## config.mk

```make
export PLATFORM = sky130hd
export DESIGN_NAME = pag_guard
export DESIGN_NICKNAME = d
export VERILOG_FILES = /design/src/pkg/pag_pkg.sv /design/src/hdl/pag_guard.sv
export SDC_FILE = /design/constraint.sdc
export NUM_CORES = 1
export LEC_CHECK = 0
export BUFFER_PORTS_ARGS = -buffer_cell sky130_fd_sc_hd__buf_2
export CAP_MARGIN = 30
export CORE_UTILIZATION = 55
export DETAILED_ROUTE_END_ITERATION = 16
export PLACE_DENSITY = 0.82
export SETUP_SLACK_MARGIN = 0.3
export SLEW_MARGIN = 20
export SYNTH_ARGS = -nofsm -noshare
export SYNTH_HDL_FRONTEND = slang
export SYNTH_SLANG_ARGS = --single-unit
```

## constraint.sdc

```tcl
create_clock -name i_clk -period 5.2 [get_ports i_clk]
set_input_delay 0.52 -clock i_clk [delete_from_list [all_inputs] [get_ports i_clk]]
set_output_delay 0.52 -clock i_clk [all_outputs]
set_load 0.01 [all_outputs]
```

## src/pkg/pag_pkg.sv

```systemverilog
/*
 * pag_pkg: shared constants for the parameter access guard.
 * Assumes parameter numbers fit in 10 bits and settings in 16 bits.
 */
package pag_pkg;

    // widths
    localparam int PAG_PW = 10;             // parameter number width
    localparam int PAG_DW = 16;             // setting width
    localparam int PAG_GRP_N = 16;          // user group capacity
    localparam int PAG_CW = 5;              // member count width

    // parameter numbers held locally, plus 501 which is always readable
    localparam logic [9:0] PAG_P_STOPKEY = 10'h04b;   // 75, stop key / reset select
    localparam logic [9:0] PAG_P_WPROT = 10'h04d;     // 77, write protect mode
    localparam logic [9:0] PAG_P_DIRLIM = 10'h04e;    // 78, direction limit
    localparam logic [9:0] PAG_P_RDSEL = 10'h0a0;     // 160, read restriction select
    localparam logic [9:0] PAG_P_GCOUNT = 10'h0ac;    // 172, group count / batch clear
    localparam logic [9:0] PAG_P_GADD = 10'h0ad;      // 173, group member add
    localparam logic [9:0] PAG_P_GREM = 10'h0ae;      // 174, group member remove
    localparam logic [9:0] PAG_P_ALWAYS_RD = 10'h1f5; // 501, always readable

    // setting codes
    localparam logic [15:0] PAG_V_NONE = 16'h270f;    // 9999
    localparam logic [15:0] PAG_V_PMAX = 16'h03e7;    // 999, highest parameter number
    localparam logic [15:0] PAG_WP_STOP = 16'h0000;   // write only at stop
    localparam logic [15:0] PAG_WP_LOCK = 16'h0001;   // writes refused
    localparam logic [15:0] PAG_WP_ANY = 16'h0002;    // writes while running
    localparam logic [15:0] PAG_DL_BOTH = 16'h0000;   // both directions
    localparam logic [15:0] PAG_DL_NOREV = 16'h0001;  // reverse blocked
    localparam logic [15:0] PAG_DL_NOFWD = 16'h0002;  // forward blocked
    localparam logic [15:0] PAG_RS_FULL = 16'h0000;   // simple + extended
    localparam logic [15:0] PAG_RS_GROUP = 16'h0001;  // group members only
    localparam logic [15:0] PAG_RS_SIMPLE = PAG_V_NONE; // simple only

    // reset values
    localparam logic [15:0] PAG_RST_WPROT = 16'h0000;
    localparam logic [15:0] PAG_RST_DIRLIM = 16'h0000;
    localparam logic [15:0] PAG_RST_RDSEL = 16'h0000;
    localparam logic [15:0] PAG_RST_STOPKEY = 16'h000e;   // 14

    // answer kinds
    typedef enum logic [1:0] {PAG_ANS_OK, PAG_ANS_REJ, PAG_ANS_IDLE} pag_ans_type;

endpackage : pag_pkg

```

## src/hdl/pag_guard.sv

```systemverilog
/*
 * pag_guard: parameter access guard of a motor drive.
 * Holds the protect, direction, read-select, stop-key and user group
 * settings and judges every read, write and clear request.
 * Assumes requests are single-cycle strobes synchronous to i_clk, and that
 * the parameter store outside writes only on o_wr_go.
 */
// Summary of operation
// - mode 0 writes while stopped, or anytime-flagged targets while running
// - mode 1 refuses ordinary writes, reads allowed
// - mode 2 writes anytime except run-locked
// - mode 1 refuses parameter and all clears
// - mode 1 still writes 22,75,77,160,296,297
// - mode 0 run writes 72,240,275 panel only
// - mode 2 run-locked list refused while running
// - protect mode writable anytime, never from network
// - direction limit 0 both,1 no reverse,2 no forward
// - direction limit overrides panel and network runs
// - read select 9999 simple,0 all,1 group
// - count reads members; 9999 write clears all
// - add/remove entries edit group, read 9999
// - group parameters writable only when select 0
// - protect, direction, select writable only when 0
// - parameter 501 always readable
// - network reads see every parameter
// - read select writable while running, modes 0,1
// - stop-key setting survives parameter clears
// - protect/select/group params never members; first two readable
`timescale 1ns/1ps

module pag_guard
    import pag_pkg::*;
(
    // clock, reset, enable
    input  wire logic        i_clk,
    input  wire logic        i_nrst,
    input  wire logic        i_ce,
    // drive status
    input  wire logic        i_running,       // motor drive running
    // parameter request
    input  wire logic        i_req,           // one-cycle request strobe
    input  wire logic        i_req_wr,        // 1 write, 0 read
    input  wire logic        i_req_net,       // 1 network link, 0 local panel
    input  wire logic [9:0]  i_req_num,       // parameter number
    input  wire logic [15:0] i_req_wdata,     // value to write
    input  wire logic        i_req_simple,    // target is a simple mode parameter
    input  wire logic        i_req_anytime,   // target is writable anytime in mode 0
    // clear commands
    input  wire logic        i_clr,           // parameter clear strobe
    input  wire logic        i_allclr,        // all-parameter clear strobe
    // run commands in
    input  wire logic        i_run_fwd,
    input  wire logic        i_run_rev,
    // answer
    output logic             o_ack,           // answer strobe
    output logic             o_rej,           // request refused
    output logic [15:0]      o_rdata,         // read data for local settings
    output logic             o_wr_go,         // external store may write
    output logic             o_clr_go,        // external clear may run
    output logic             o_clr_rej,       // clear refused
    // run commands out
    output logic             o_run_fwd,
    output logic             o_run_rev
);

    // local settings
    logic [15:0]       wprot_r;            // write_protect_mode
    logic [15:0]       dirlim_r;           // direction_limit
    logic [15:0]       rdsel_r;            // read_restriction_select
    logic [15:0]       stopkey_r;          // stop_key_reset_select
    logic [9:0]        grp_num_r [PAG_GRP_N]; // group member numbers
    logic [15:0]       grp_vld_r;          // member valid bits

    // decisions for the current request
    logic              local_hit;          // target held in this block
    logic              wr_ok;              // write permitted
    logic              val_ok;             // written value in range
    logic              rd_ok;              // read permitted
    logic              clr_ok;             // clear permitted
    logic              do_wr;              // accepted write this cycle
    logic [4:0]        grp_cnt;            // combinational member count
    logic [15:0]       rd_val;             // local read value

    // membership lookup, used for reads and for add
    function automatic logic grp_has(input logic [9:0] num,
                                     input logic [9:0] tab [PAG_GRP_N],
                                     input logic [15:0] vld);
        logic hit;
        hit = 1'b0;
        for (int k = 0; k < PAG_GRP_N; k++)
        begin
            if (vld[k] && tab[k] == num)
            begin
                hit = 1'b1;
            end
        end
        return hit;
    endfunction : grp_has

    // parameters that may not join the group
    function automatic logic grp_barred(input logic [9:0] num);
        return num == PAG_P_WPROT || num == PAG_P_RDSEL || num == PAG_P_GCOUNT ||
               num == PAG_P_GADD || num == PAG_P_GREM;
    endfunction : grp_barred

    // write permission for a number under the current settings
    function automatic logic wr_permit(input logic [9:0] num,
                                       input logic [15:0] wp,
                                       input logic [15:0] rs,
                                       input logic run,
                                       input logic net,
                                       input logic anytime);
        logic ok;
        logic lock_list;
        logic run_locked;
        logic carrier;
        logic panel_run;
        // writable even when locked
        lock_list = num == 10'd22 || num == PAG_P_STOPKEY || num == PAG_P_WPROT ||
                    num == PAG_P_RDSEL || num == 10'd296 || num == 10'd297;
        // refused while running in mode 2
        run_locked = num == 10'd23 || num == 10'd40 || num == 10'd48 ||
                     num == 10'd60 || num == 10'd61 || num == 10'd66 ||
                     num == 10'd71 || (num >= 10'd80 && num <= 10'd84) ||
                     (num >= 10'd90 && num <= 10'd94) || num == 10'd96 ||
                     num == 10'd277 || num == 10'd292 || num == 10'd293 ||
                     num == 10'd298 || num == 10'd450 || num == 10'd800 ||
                     num == 10'd859;
        // carrier-type settings: running writes in mode 0 from panel only, even if flagged anytime
        carrier = num == 10'd72 || num == 10'd240 || num == 10'd275;
        panel_run = carrier && !net;
        if (wp == PAG_WP_LOCK)
        begin
            ok = lock_list;
        end
        else if (wp == PAG_WP_ANY)
        begin
            ok = !(run && run_locked);
        end
        else
        begin
            // stop key and read select also change while running
            // anytime flag never lets a network write reach a carrier setting
            ok = !run || (anytime && !carrier) || panel_run || num == PAG_P_STOPKEY ||
                 num == PAG_P_RDSEL;
        end
        // protect mode: any state, never over the network
        if (num == PAG_P_WPROT)
        begin
            ok = !net;
        end
        // settings gated by the read select
        if ((num == PAG_P_WPROT || num == PAG_P_DIRLIM || num == PAG_P_RDSEL ||
             num == PAG_P_GCOUNT || num == PAG_P_GADD || num == PAG_P_GREM) &&
            rs != PAG_RS_FULL)
        begin
            ok = 1'b0;
        end
        return ok;
    endfunction : wr_permit

    // member count
    always_comb
    begin
        grp_cnt = '0;
        for (int k = 0; k < PAG_GRP_N; k++)
        begin
            grp_cnt = grp_cnt + PAG_CW'(grp_vld_r[k]);
        end
    end

    // request decoding
    always_comb
    begin
        local_hit = i_req_num == PAG_P_STOPKEY || i_req_num == PAG_P_WPROT ||
                    i_req_num == PAG_P_DIRLIM || i_req_num == PAG_P_RDSEL ||
                    i_req_num == PAG_P_GCOUNT || i_req_num == PAG_P_GADD ||
                    i_req_num == PAG_P_GREM;
        wr_ok = wr_permit(i_req_num, wprot_r, rdsel_r, i_running, i_req_net,
                          i_req_anytime);
        // value range of local settings; out of range is refused
        unique case (i_req_num)
            PAG_P_WPROT, PAG_P_DIRLIM: val_ok = i_req_wdata <= PAG_WP_ANY;
            PAG_P_RDSEL: val_ok = i_req_wdata == PAG_RS_FULL ||
                                  i_req_wdata == PAG_RS_GROUP ||
                                  i_req_wdata == PAG_RS_SIMPLE;
            PAG_P_GADD, PAG_P_GREM: val_ok = i_req_wdata <= PAG_V_PMAX ||
                                             i_req_wdata == PAG_V_NONE;
            default: val_ok = 1'b1;
        endcase
        // read permission
        if (i_req_net || i_req_num == PAG_P_ALWAYS_RD)
        begin
            rd_ok = 1'b1;
        end
        else if (i_req_num == PAG_P_WPROT || i_req_num == PAG_P_RDSEL)
        begin
            rd_ok = 1'b1;
        end
        else if (rdsel_r == PAG_RS_SIMPLE)
        begin
            rd_ok = i_req_simple;
        end
        else if (rdsel_r == PAG_RS_GROUP)
        begin
            rd_ok = grp_has(i_req_num, grp_num_r, grp_vld_r);
        end
        else
        begin
            rd_ok = 1'b1;
        end
        clr_ok = wprot_r != PAG_WP_LOCK;
        do_wr = i_ce && i_req && i_req_wr && wr_ok && val_ok;
        // local read values; add/remove always read back 9999
        unique case (i_req_num)
            PAG_P_STOPKEY: rd_val = stopkey_r;
            PAG_P_WPROT: rd_val = wprot_r;
            PAG_P_DIRLIM: rd_val = dirlim_r;
            PAG_P_RDSEL: rd_val = rdsel_r;
            PAG_P_GCOUNT: rd_val = {11'h000, grp_cnt};
            PAG_P_GADD, PAG_P_GREM: rd_val = PAG_V_NONE;
            default: rd_val = 16'h0000;
        endcase
    end

    // answer to requests, one cycle after the strobe
    always_ff @(posedge i_clk)
    begin
        if (!i_nrst)
        begin
            o_ack <= 1'b0;
            o_rej <= 1'b0;
            o_rdata <= 16'h0000;
            o_wr_go <= 1'b0;
        end
        else if (i_ce)
        begin
            o_ack <= i_req;
            o_rej <= i_req && (i_req_wr ? !(wr_ok && val_ok) : !rd_ok);
            // store only told for targets it owns
            o_wr_go <= do_wr && !local_hit;
            if (i_req && !i_req_wr && rd_ok)
            begin
                o_rdata <= rd_val;
            end
        end
    end

    // clear commands; a clear wins over a local setting write in the same cycle
    always_ff @(posedge i_clk)
    begin
        if (!i_nrst)
        begin
            o_clr_go <= 1'b0;
            o_clr_rej <= 1'b0;
        end
        else if (i_ce)
        begin
            o_clr_go <= (i_clr || i_allclr) && clr_ok;
            o_clr_rej <= (i_clr || i_allclr) && !clr_ok;
        end
    end

    // scalar settings
    always_ff @(posedge i_clk)
    begin
        if (!i_nrst)
        begin
            wprot_r <= PAG_RST_WPROT;
            dirlim_r <= PAG_RST_DIRLIM;
            rdsel_r <= PAG_RST_RDSEL;
            stopkey_r <= PAG_RST_STOPKEY;
        end
        else if (i_ce)
        begin
            if ((i_clr || i_allclr) && clr_ok)
            begin
                // stop key kept on purpose so a clear cannot disarm the stop
                dirlim_r <= PAG_RST_DIRLIM;
                rdsel_r <= PAG_RST_RDSEL;
                if (i_allclr)
                begin
                    wprot_r <= PAG_RST_WPROT;
                end
            end
            else if (do_wr)
            begin
                unique case (i_req_num)
                    PAG_P_WPROT: wprot_r <= i_req_wdata;
                    PAG_P_DIRLIM: dirlim_r <= i_req_wdata;
                    PAG_P_RDSEL: rdsel_r <= i_req_wdata;
                    PAG_P_STOPKEY: stopkey_r <= i_req_wdata;
                    default: ;
                endcase
            end
        end
    end

    // user group table
    always_ff @(posedge i_clk)
    begin
        if (!i_nrst)
        begin
            grp_vld_r <= 16'h0000;
            for (int k = 0; k < PAG_GRP_N; k++)
            begin
                grp_num_r[k] <= 10'h000;
            end
        end
        else if (i_ce)
        begin
            if ((i_clr || i_allclr) && clr_ok)
            begin
                grp_vld_r <= 16'h0000;
            end
            else if (do_wr && i_req_num == PAG_P_GCOUNT && i_req_wdata == PAG_V_NONE)
            begin
                grp_vld_r <= 16'h0000;
            end
            else if (do_wr && i_req_num == PAG_P_GADD && i_req_wdata <= PAG_V_PMAX &&
                     !grp_barred(i_req_wdata[9:0]) &&
                     !grp_has(i_req_wdata[9:0], grp_num_r, grp_vld_r))
            begin
                // first free slot; a full group drops the add silently
                for (int k = PAG_GRP_N - 1; k >= 0; k--)
                begin
                    if (!grp_vld_r[k])
                    begin
                        grp_num_r[k] <= i_req_wdata[9:0];
                    end
                end
                grp_vld_r <= grp_vld_r | (~grp_vld_r & (grp_vld_r + 16'h0001));
            end
            else if (do_wr && i_req_num == PAG_P_GREM && i_req_wdata <= PAG_V_PMAX)
            begin
                for (int k = 0; k < PAG_GRP_N; k++)
                begin
                    if (grp_num_r[k] == i_req_wdata[9:0])
                    begin
                        grp_vld_r[k] <= 1'b0;
                    end
                end
            end
        end
    end

    // direction limiter, last stage before the drive
    always_ff @(posedge i_clk)
    begin
        if (!i_nrst)
        begin
            o_run_fwd <= 1'b0;
            o_run_rev <= 1'b0;
        end
        else if (i_ce)
        begin
            o_run_fwd <= i_run_fwd && dirlim_r != PAG_DL_NOFWD;
            o_run_rev <= i_run_rev && dirlim_r != PAG_DL_NOREV;
        end
    end

    // checks
    a_lock_blocks_wr: assert property (@(posedge i_clk) disable iff (!i_nrst)
        i_ce && i_req && i_req_wr && wprot_r == PAG_WP_LOCK && i_req_num != 10'd22 &&
        i_req_num != PAG_P_STOPKEY && i_req_num != PAG_P_WPROT &&
        i_req_num != PAG_P_RDSEL && i_req_num != 10'd296 && i_req_num != 10'd297
        |=> o_rej && !o_wr_go)
        else $error("write accepted while protect mode locked");
    a_net_carrier: assert property (@(posedge i_clk) disable iff (!i_nrst)
        i_ce && i_req && i_req_wr && i_req_net && i_running && wprot_r == PAG_WP_STOP &&
        (i_req_num == 10'd72 || i_req_num == 10'd240 || i_req_num == 10'd275)
        |=> o_rej && !o_wr_go)
        else $error("network carrier write accepted while running");
    a_stop_wr_run: assert property (@(posedge i_clk) disable iff (!i_nrst)
        i_ce && i_req && i_req_wr && wprot_r == PAG_WP_STOP && i_running &&
        !i_req_anytime && !local_hit && i_req_num != 10'd72 && i_req_num != 10'd240 &&
        i_req_num != 10'd275 |=> o_rej)
        else $error("running write accepted in mode 0");
    a_net_wprot: assert property (@(posedge i_clk) disable iff (!i_nrst)
        i_ce && i_req && i_req_wr && i_req_net && i_req_num == PAG_P_WPROT
        |=> o_rej && $stable(wprot_r))
        else $error("protect mode changed over network");
    a_clear_locked: assert property (@(posedge i_clk) disable iff (!i_nrst)
        i_ce && (i_clr || i_allclr) && wprot_r == PAG_WP_LOCK |=> o_clr_rej && !o_clr_go)
        else $error("clear run in locked mode");
    a_stopkey_kept: assert property (@(posedge i_clk) disable iff (!i_nrst)
        i_ce && (i_clr || i_allclr) |=> $stable(stopkey_r))
        else $error("stop key setting lost on clear");
    a_rev_blocked: assert property (@(posedge i_clk) disable iff (!i_nrst)
        dirlim_r == PAG_DL_NOREV ##1 1'b1 |-> !o_run_rev || $past(i_ce) == 1'b0)
        else $error("reverse driven while blocked");
    a_fwd_blocked: assert property (@(posedge i_clk) disable iff (!i_nrst)
        i_ce && dirlim_r == PAG_DL_NOFWD |=> !o_run_fwd)
        else $error("forward driven while blocked");
    a_net_read_ok: assert property (@(posedge i_clk) disable iff (!i_nrst)
        i_ce && i_req && !i_req_wr && i_req_net |=> o_ack && !o_rej)
        else $error("network read refused");
    a_add_reads_none: assert property (@(posedge i_clk) disable iff (!i_nrst)
        i_ce && i_req && !i_req_wr && rd_ok && i_req_num == PAG_P_GADD
        |=> o_rdata == PAG_V_NONE)
        else $error("add entry did not read 9999");
    a_batch_clear: assert property (@(posedge i_clk) disable iff (!i_nrst)
        do_wr && i_req_num == PAG_P_GCOUNT && i_req_wdata == PAG_V_NONE |=> grp_cnt == 5'd0)
        else $error("batch clear left members");

endmodule : pag_guard

```

==> results of run 1 <==
[final timing paths]
kind	slack (ns)	endpoint	cells past startpoint	start
hold reg to reg	0.45	o_run_rev	2	o_run_rev
setup / recovery	0.84	o_rdata[4]	14	grp_vld_r[9]
setup reg to reg	0.84	o_rdata[4]	14	grp_vld_r[9]
hold / removal	0.22	stopkey_r[15]	3	i_req_wdata[15]
[layout make-up]
| class | instances | area (um2) | share of cell area, % |
|---|---|---|---|
| diodes | 1 | 2.502 | 0.01487 |
| clock buffers | 39 | 803.3 | 4.775 |
| clock inverters | 10 | 152.6 | 0.9073 |
| inverters | 25 | 98.84 | 0.5875 |
| multi-input cells | 1266 | 9283 | 55.18 |
| flip-flops and latches | 263 | 5265 | 31.30 |
| well taps | 372 | 465.4 | 2.767 |
| repair buffers | 119 | 753.2 | 4.477 |
[placed cells by master (no fill, tap or decap), types with 9 or more instances in the layout]
| cell type | n |
|---|---|
| a221oi_1 | 9 |
| nor2_1 | 214 |
| nand3_1 | 32 |
| inv_1 | 23 |
| buf_4 | 57 |
| a22oi_1 | 18 |
| nand2_1 | 52 |
| a21oi_1 | 29 |
| xor2_1 | 128 |
| nand4_1 | 62 |
| dfxtp_1 | 263 |
| and3_1 | 26 |
| nor3_2 | 9 |
| o21ai_0 | 14 |
| nand2b_1 | 10 |
| a31oi_1 | 12 |
| buf_2 | 61 |
| nor3_1 | 35 |
| fa_1 | 10 |
| nor4_1 | 46 |
| o211ai_1 | 12 |
| clkbuf_16 | 29 |
| xnor2_1 | 195 |
| and2_1 | 26 |
| mux2i_1 | 183 |
[cells by family after synthesis]
group,synth area share [%]
AND/OR/NAND/NOR,19.15
XOR/XNOR,18.50
flip-flops,34.43
multiplexers,11.98
AO/OA/AOI/OAI,8.870
buffers and inverters,5.196
adder cells (fa/ha/maj),1.882
[worst max-delay path: cells and delay by family, from the launching register on]
family | cells | cell delay, ns
multiplexers | 1 | 0.07
adder cells (fa/ha/maj) | 6 | 2.53
AND/OR/NAND/NOR | 3 | 0.28
AO/OA/AOI/OAI | 2 | 0.61
buffers and inverters | 2 | 0.23
flip-flops | 1 | 0.48
[metrics by stage]
| step | hold WS [ns] | power [mW] | area (um2) | instances |
|---|---|---|---|---|
| after floorplan | 0.4416 | 2.372 | 15290 | 1698 |
| after global placement | 0.4376 | 2.483 | 15850 | 2043 |
| after detailed placement | 0.4406 | 2.492 | 15850 | 2043 |
| after CTS | 0.2199 | 4.567 | 16810 | 2092 |
| after global routing | 0.2301 | 4.677 | 16820 | 2095 |
| final | 0.2243 | 4.565 | 16820 | 2095 |
[registers in the layout (all words and copies together), names as in the netlist]
name	count
stopkey_r	16
o_rej	1
o_ack	1
wprot_r	16
o_clr_rej	1
rdsel_r	16
o_wr_go	1
o_run_fwd	1
o_rdata	16
o_clr_go	1
o_run_rev	1
grp_vld_r	16
grp_num_r	160
dirlim_r	16
[report_power, final]
group	leakage, nW	internal, mW	total, mW	switching [mW]
sequential	2.12	2.02	2.03	0.00519
combinational	3.24	0.142	0.438	0.295
clock	0.469	1.27	2.10	0.834
total	5.83	3.43	4.57	1.13
[metal layers]
layer  GRT usage [%]  vias to the layer above  routed length (um)
met2           50.49                      713               20380
met3           4.887                      153                4273
li1                -                     5928                   -
met5               0                        -                   0
met1           39.08                     6342               17410
met4           13.36                        0                1786
==> summary.md, run 1 <==
| Metric | Value |
|---|---|
| Status | `finished, final reports clean` |
| DRC viols | `0` |
| Total Routing Usage GR | `30.46%` |
| Peak supply drop | `0.2691 mV` |
| Vias in the first global route | `12,910` |
| CP max stage cell | `fa_1` |
| Initial antenna violation count | `1` |
| DRT iter0 DRCs | `1,415` |
| Final Skew | `0.01562 ns` |
| Post-CTS sizing | `0` |
| Top-Level Pins | `62` |
| Global-route wire length before repair | `69,430 um` |
| Post-synth top area share | `34.43%` |
| Setup-failing EPs final | `0` |
| Power density over the cells | `271.4 nW/um2` |
| Max incr delay on CP | `0.53 ns` |
| Final WL | `43,840 um` |
| Seq cells post-synth | `263` |
| CP max FO | `5` |
| Top FF cell, synth | `dfxtp_1` |
| Max Cap Viol | `0` |
| Mapped Nets | `1,754` |
| Die Ht | `168.7 um` |
| Setup Slack @ Placement | `0.7509 ns` |
| Worst Path Arrival | `4.77 ns` |
| H-Tree Depth | `1` |
| Post-DP HPWL | `29,340 um` |
| Routed Antenna Nets | `0` |
| Period utilization | `83.93%` |
| Hold Buf Count CTS | `0` |
| Synth Instances | `1,698` |
| Max-slew headroom | `36.56%` |
| Die ar. | `28,470 um2` |
| Largest net degree at the start of global routing | `142` |
| Util after Layout | `62.08%` |
| Critical path type | `flop to flop` |
| Global placement routability congestion | `0.9474` |
| Syn-to-layout area delta | `10.01%` |
| RSZ-0062 raised after global routing | `no` |
| Post-Synthesis Cell Area | `15,290 um2` |
| DRT Pass-1 Iters | `6` |
| Root Buffer | `clkbuf_16` |
| Asr flop ratio synth | `0%` |
| Pin slew with the least headroom to its limit | `0.9464 ns` |
| Via count | `13,140` |
| Yosys top cell by area | `dfxtp_1` |
| Final hold violations | `0` |
| Count leader, synth | `dfxtp_1` |
| Required time worst endpoint | `5.61 ns` |
| Via density | `6.270` |
| WL/cell | `20.93 um` |
| CTS Buffer Depth | `3` |
| Critical path cell sequence | `inv_1 > fa_1 > fa_1 > fa_1 > fa_1 > inv_1 > ha_1 > fa_1 > a21oi_1 > nor2b_1 > a222oi_1 > nand2_1 > nand2_1 > mux2i_1` |
| IO buf count | `61` |
| HP Class | `input pin to flop` |
| Clock transition at path regs | `0.06 ns` |
| Die width | `168.7 um` |
| CP dominant cell by count | `fa_1` |
| CTS buffer count | `28` |
| CTS tree | `done` |
| Syn. warnings | `0` |
| Synth cell types | `82` |
| Crit end category | `flop` |
| Final-layout fill cell count | `2,147` |
| Row count | `60` |
| Postcts setup bufs | `0` |
| Congestion Overflow GR | `0` |
| Kind of start point of the critical path | `flop` |
| Setup_tns | `0 ns` |
| Insertion delay to the later sink of the worst-skew pair | `0.56 ns` |
| # nets final | `1,759` |
| Number of flops mapped to enable cells by yosys | `0` |
| Core Area | `27,100 um2` |
| Min Tclk post-route | `4.364 ns` |
| Leakage power | `5.831 nW` |
| Post-synth top cells | `dfxtp_1, nor2_1, xnor2_1, mux2i_1, xor2_1` |
| Max Clock Freq | `229.1 MHz` |
| Slew Viols, Final | `0` |
| Syn Area/Cell | `9.006 um2` |
| CTS Sinks | `263` |
| Register area share after synthesis | `34.43%` |
| Final worst slack | `0.8356 ns` |
| Main area contributors after synthesis | `dfxtp_1, mux2i_1, xnor2_1` |
| Ratio of cells with drive above 1 in the final layout | `11.21%` |
| Initial Util | `56.43%` |
Note: power is estimated with default switching activity, not from simulation.
==> run 2, diff against run 1 <==
--- a/config.mk
+++ b/config.mk
@@ -5,6 +5,7 @@
 export SDC_FILE = /design/constraint.sdc
 export NUM_CORES = 1
 export LEC_CHECK = 0
+export ABC_AREA = 1
 export BUFFER_PORTS_ARGS = -buffer_cell sky130_fd_sc_hd__buf_2
 export CAP_MARGIN = 30
 export CORE_UTILIZATION = 55
==> constraint.sdc (replaced) <==
create_clock -name i_clk -period 4.3 [get_ports i_clk]
set_input_delay 0.43 -clock i_clk [delete_from_list [all_inputs] [get_ports i_clk]]
set_output_delay 0.43 -clock i_clk [all_outputs]
set_load 0.01 [all_outputs]
==> summary.md, run 2 <==
| Metric | Value |
|---|---|
| Status | `finished, final reports clean` |
| RSZ-0062 raised after global routing | `yes` |
| Hold_sp | `i_req_wdata[14]` |
| Most frequent cells in the layout | `nand2_1, inv_1, dfxtp_1` |
| Hold Path Sink | `stopkey_r[14]` |
| Multiplexer share of the synthesized area | `0% (-12 points)` |
| R2R depth | `13 (-1)` |
| Synth Area in Adders | `1.770% (-0.11 points)` |
| Critical Path Source | `grp_vld_r[15]` |
| Required time worst endpoint | `4.77 ns (-0.84 ns)` |
| Insertion delay to the later sink of the worst-skew pair | `0.57 ns (about the same)` |
| Final Skew | `0.01226 ns (-0.003360 ns)` |
| Register area share after synthesis | `32.38% (-2.1 points)` |
| Core Area | `28,860 um2 (+6.5%)` |
| FF-to-FF setup slack | `0.41 ns (-0.42 ns)` |
| Initial Util | `56.35% (-0.075 points)` |
| Root Buffer | `clkbuf_16` |
| Ratio of cells with drive above 1 in the final layout | `10.08% (-1.1 points)` |
| Die width | `174.0 um (+3.1%)` |
| Worst r2r src | `grp_vld_r[15]` |
| Max-slew headroom | `32.31% (-4.3 points)` |
| Top-Level Pins | `62 (unchanged)` |
| CTS buffer count | `31 (+11%)` |
| Die ar. | `30,260 um2 (+6.3%)` |
| Largest family of logic cells by synthesized area | `simple AND/OR/NAND/NOR gates` |
| IO buf count | `61 (unchanged)` |
| Inst Count DP | `2,908 (+42%)` |
| Setup-failing EPs final | `0 (unchanged)` |
| H-Tree Depth | `1 (unchanged)` |
| Number of flops mapped to enable cells by yosys | `0 (unchanged)` |
| Synth cell types | `49 (-40%)` |
| Postcts setup bufs | `0 (unchanged)` |
| Routed Antenna Nets | `0 (unchanged)` |
| Min Hold Slack | `0.1254 ns (-0.09890 ns)` |
| Max incr delay on CP | `0.49 ns (-0.04 ns)` |
| Seq cells post-synth | `263 (unchanged)` |
| Max Clock Freq | `257.3 MHz (+12%)` |
| Critical path type | `flop to flop` |
| Main area contributors after synthesis | `dfxtp_1, nand2_1, inv_1` |
| Final-layout fill cell count | `2,665 (+24%)` |
| Compound-Gate Fraction of Synth Area | `18.75% (+9.9 points)` |
| Die Ht | `174.0 um (+3.1%)` |
| Via count | `17,970 (+37%)` |
| XOR/XNOR Fraction of Synth Area | `3.070% (-15 points)` |
| CTS tree | `done` |
| Syn Area/Cell | `6.382 um2 (-29%)` |
| Critical path cell sequence | `fa_1 > fa_1 > inv_1 > fa_1 > fa_1 > inv_1 > ha_1 > fa_2 > xor2_1 > a2111oi_2 > nand4_1 > nand2_1 > nor2_1` |
| Clock transition at path regs | `0.06 ns (about the same)` |
| Total Routing Usage GR | `37.99% (+7.5 points)` |
| Vias in the first global route | `16,740 (+30%)` |
| Synth Instances | `2,548 (+50%)` |
| Pin slew with the least headroom to its limit | `1.014 ns (+0.06785 ns)` |
| Largest net degree at the start of global routing | `84 (-41%)` |
| Synth Area in Simple Gates | `31.31% (+12 points)` |
| Via density | `6.063 (-3.3%)` |
| RR Endpoint | `o_rdata[2]` |
| Commonest non-fill, non-tap cell in the layout | `nand2_1` |
| Worst Path Arrival | `4.35 ns (-0.42 ns)` |
| Global-route wire length before repair | `90,960 um (+31%)` |
| Asr flop ratio synth | `0% (unchanged)` |
| Syn. warnings | `0 (unchanged)` |
| DRT iter0 DRCs | `2,553 (+80%)` |
| WL/cell | `19.84 um (-5.2%)` |
| CTS Sinks | `263 (unchanged)` |
| Kind of start point of the critical path | `flop` |
| CP dominant cell by count | `fa_1` |
| Yosys top cell by area | `dfxtp_1` |
| Slew Viols, Final | `0 (unchanged)` |
| Antenna Cells | `0 (-1)` |
| Post-synth top cells | `nand2_1, inv_1, dfxtp_1, a21oi_1, nor2_1` |
| Global placement routability congestion | `1.017 (+7.4%)` |
| Crit end category | `flop` |
| Setup Slack @ Placement | `0.2280 ns (-0.5229 ns)` |
| # nets final | `2,613 (+49%)` |
| Count leader, synth | `nand2_1` |
| Period utilization | `90.40% (+6.5 points)` |
| DRT Pass-1 Iters | `6 (unchanged)` |
| Max reg flops | `160 (unchanged)` |
| Post-Synthesis Cell Area | `16,260 um2 (+6.3%)` |
| Power density over the cells | `325.1 nW/um2 (+20%)` |
| Peak supply drop | `0.3296 mV (+22%)` |
| Final hold violations | `0 (unchanged)` |
| Fin cells | `2,963 (+41%)` |
| Leakage power | `7.356 nW (+26%)` |
| CTS Buffer Depth | `3 (unchanged)` |
| Setup_tns | `0 ns (unchanged)` |
| Mapped Nets | `2,604 (+48%)` |
| Initial antenna violation count | `0 (-1)` |
| Row count | `62 (+3.3%)` |
| Final WL | `58,800 um (+34%)` |
| Min Tclk post-route | `3.887 ns (-0.4771 ns)` |
| Largest register by flop count | `grp_num_r` |
| CP max FO | `5 (unchanged)` |
| Top FF cell, synth | `dfxtp_1` |
| Max Cap Viol | `0 (unchanged)` |
| Post-synth top area share | `32.38% (-2.1 points)` |
| HP Class | `input pin to flop` |
| Syn-to-layout area delta | `9.964% (about the same)` |
| WHS Path Cells | `3 (unchanged)` |
| CP max stage cell | `fa_1` |
| DRC viols | `0 (unchanged)` |
| Congestion Overflow GR | `0 (unchanged)` |
| Post-DP HPWL | `40,920 um (+39%)` |
| Final worst slack | `0.4127 ns (-0.4229 ns)` |
## run 2: cell count changes in the layout (fill, tap and decap cells not counted), sizes merged, moves of 73 or more
cell   delta
mux2i   -183
a21oi   +197
xor2     -82
o22ai    +73
nand2   +576
o21ai   +190
inv     +302
nand3    +78
xnor2   -184
## run 2: through the flow
stage	utilization, %	power, mW	cell area, um2
5_1_grt	61.97	5.975	17880
6_report	61.97	5.813	17880
4_1_cts	61.85	5.783	17850
3_3_place_gp	58.40	3.243	16850
2_1_floorplan	-	3.004	16260
3_5_place_dp	58.40	3.254	16850
## run 2: critical path: cells and delay by family, from the launching register on
kind                     cells  cell delay (ns)
AND/OR/NAND/NOR              3             0.28
buffers and inverters        2             0.09
AO/OA/AOI/OAI                1             0.34
adder cells (fa/ha/maj)      6             2.46
XOR/XNOR                     1             0.17
flip-flops                   1             0.45
## run 2: final cells by class
type | count | area [um2] | share of cell area (%)
clock buffers | 41 | 883.3 | 4.940
clock inverters | 14 | 111.4 | 0.6227
inverters | 337 | 1267 | 7.088
multi-input cells | 1786 | 8959 | 50.10
flip-flops and latches | 263 | 5270 | 29.47
well taps | 384 | 480.5 | 2.687
repair buffers | 138 | 910.9 | 5.094
## run 2: worst max-delay path by stage
stage,to,slack [ns],cells after the start
6_report,o_rdata[2],0.41,13
5_1_grt,o_rdata[3],0.30,16
4_1_cts,o_rdata[2],0.31,13
3_5_place_dp,o_rdata[2],0.23,13
3_3_place_gp,o_rdata[2],0.34,13
2_1_floorplan,o_rdata[2],0.43,13
## run 2: cells by family after synthesis
group                    count (synthesis)
XOR/XNOR                                57
flip-flops                             263
buffers and inverters                  499
AND/OR/NAND/NOR                       1157
AO/OA/AOI/OAI                          555
adder cells (fa/ha/maj)                 17
## run 2: timing repair
item / CTS / global route
gates resized for setup: 3 / 11
pin swaps: 0 / 3
setup endpoints to repair: 1 / 3
hold buffers: 0 / 0
## run 2: where the power goes
group | internal (mW) | total [mW] | switching [mW]
registers | 2.46 | 2.48 | 0.0170
clock network | 1.49 | 2.57 | 1.08
logic | 0.210 | 0.761 | 0.551
## run 2: metal layers
metal	GRT usage, %	wire length (um)
met1	50.60	22920
met2	57.82	24790
met3	7.633	7744
met4	20.32	3340
met5	0	0
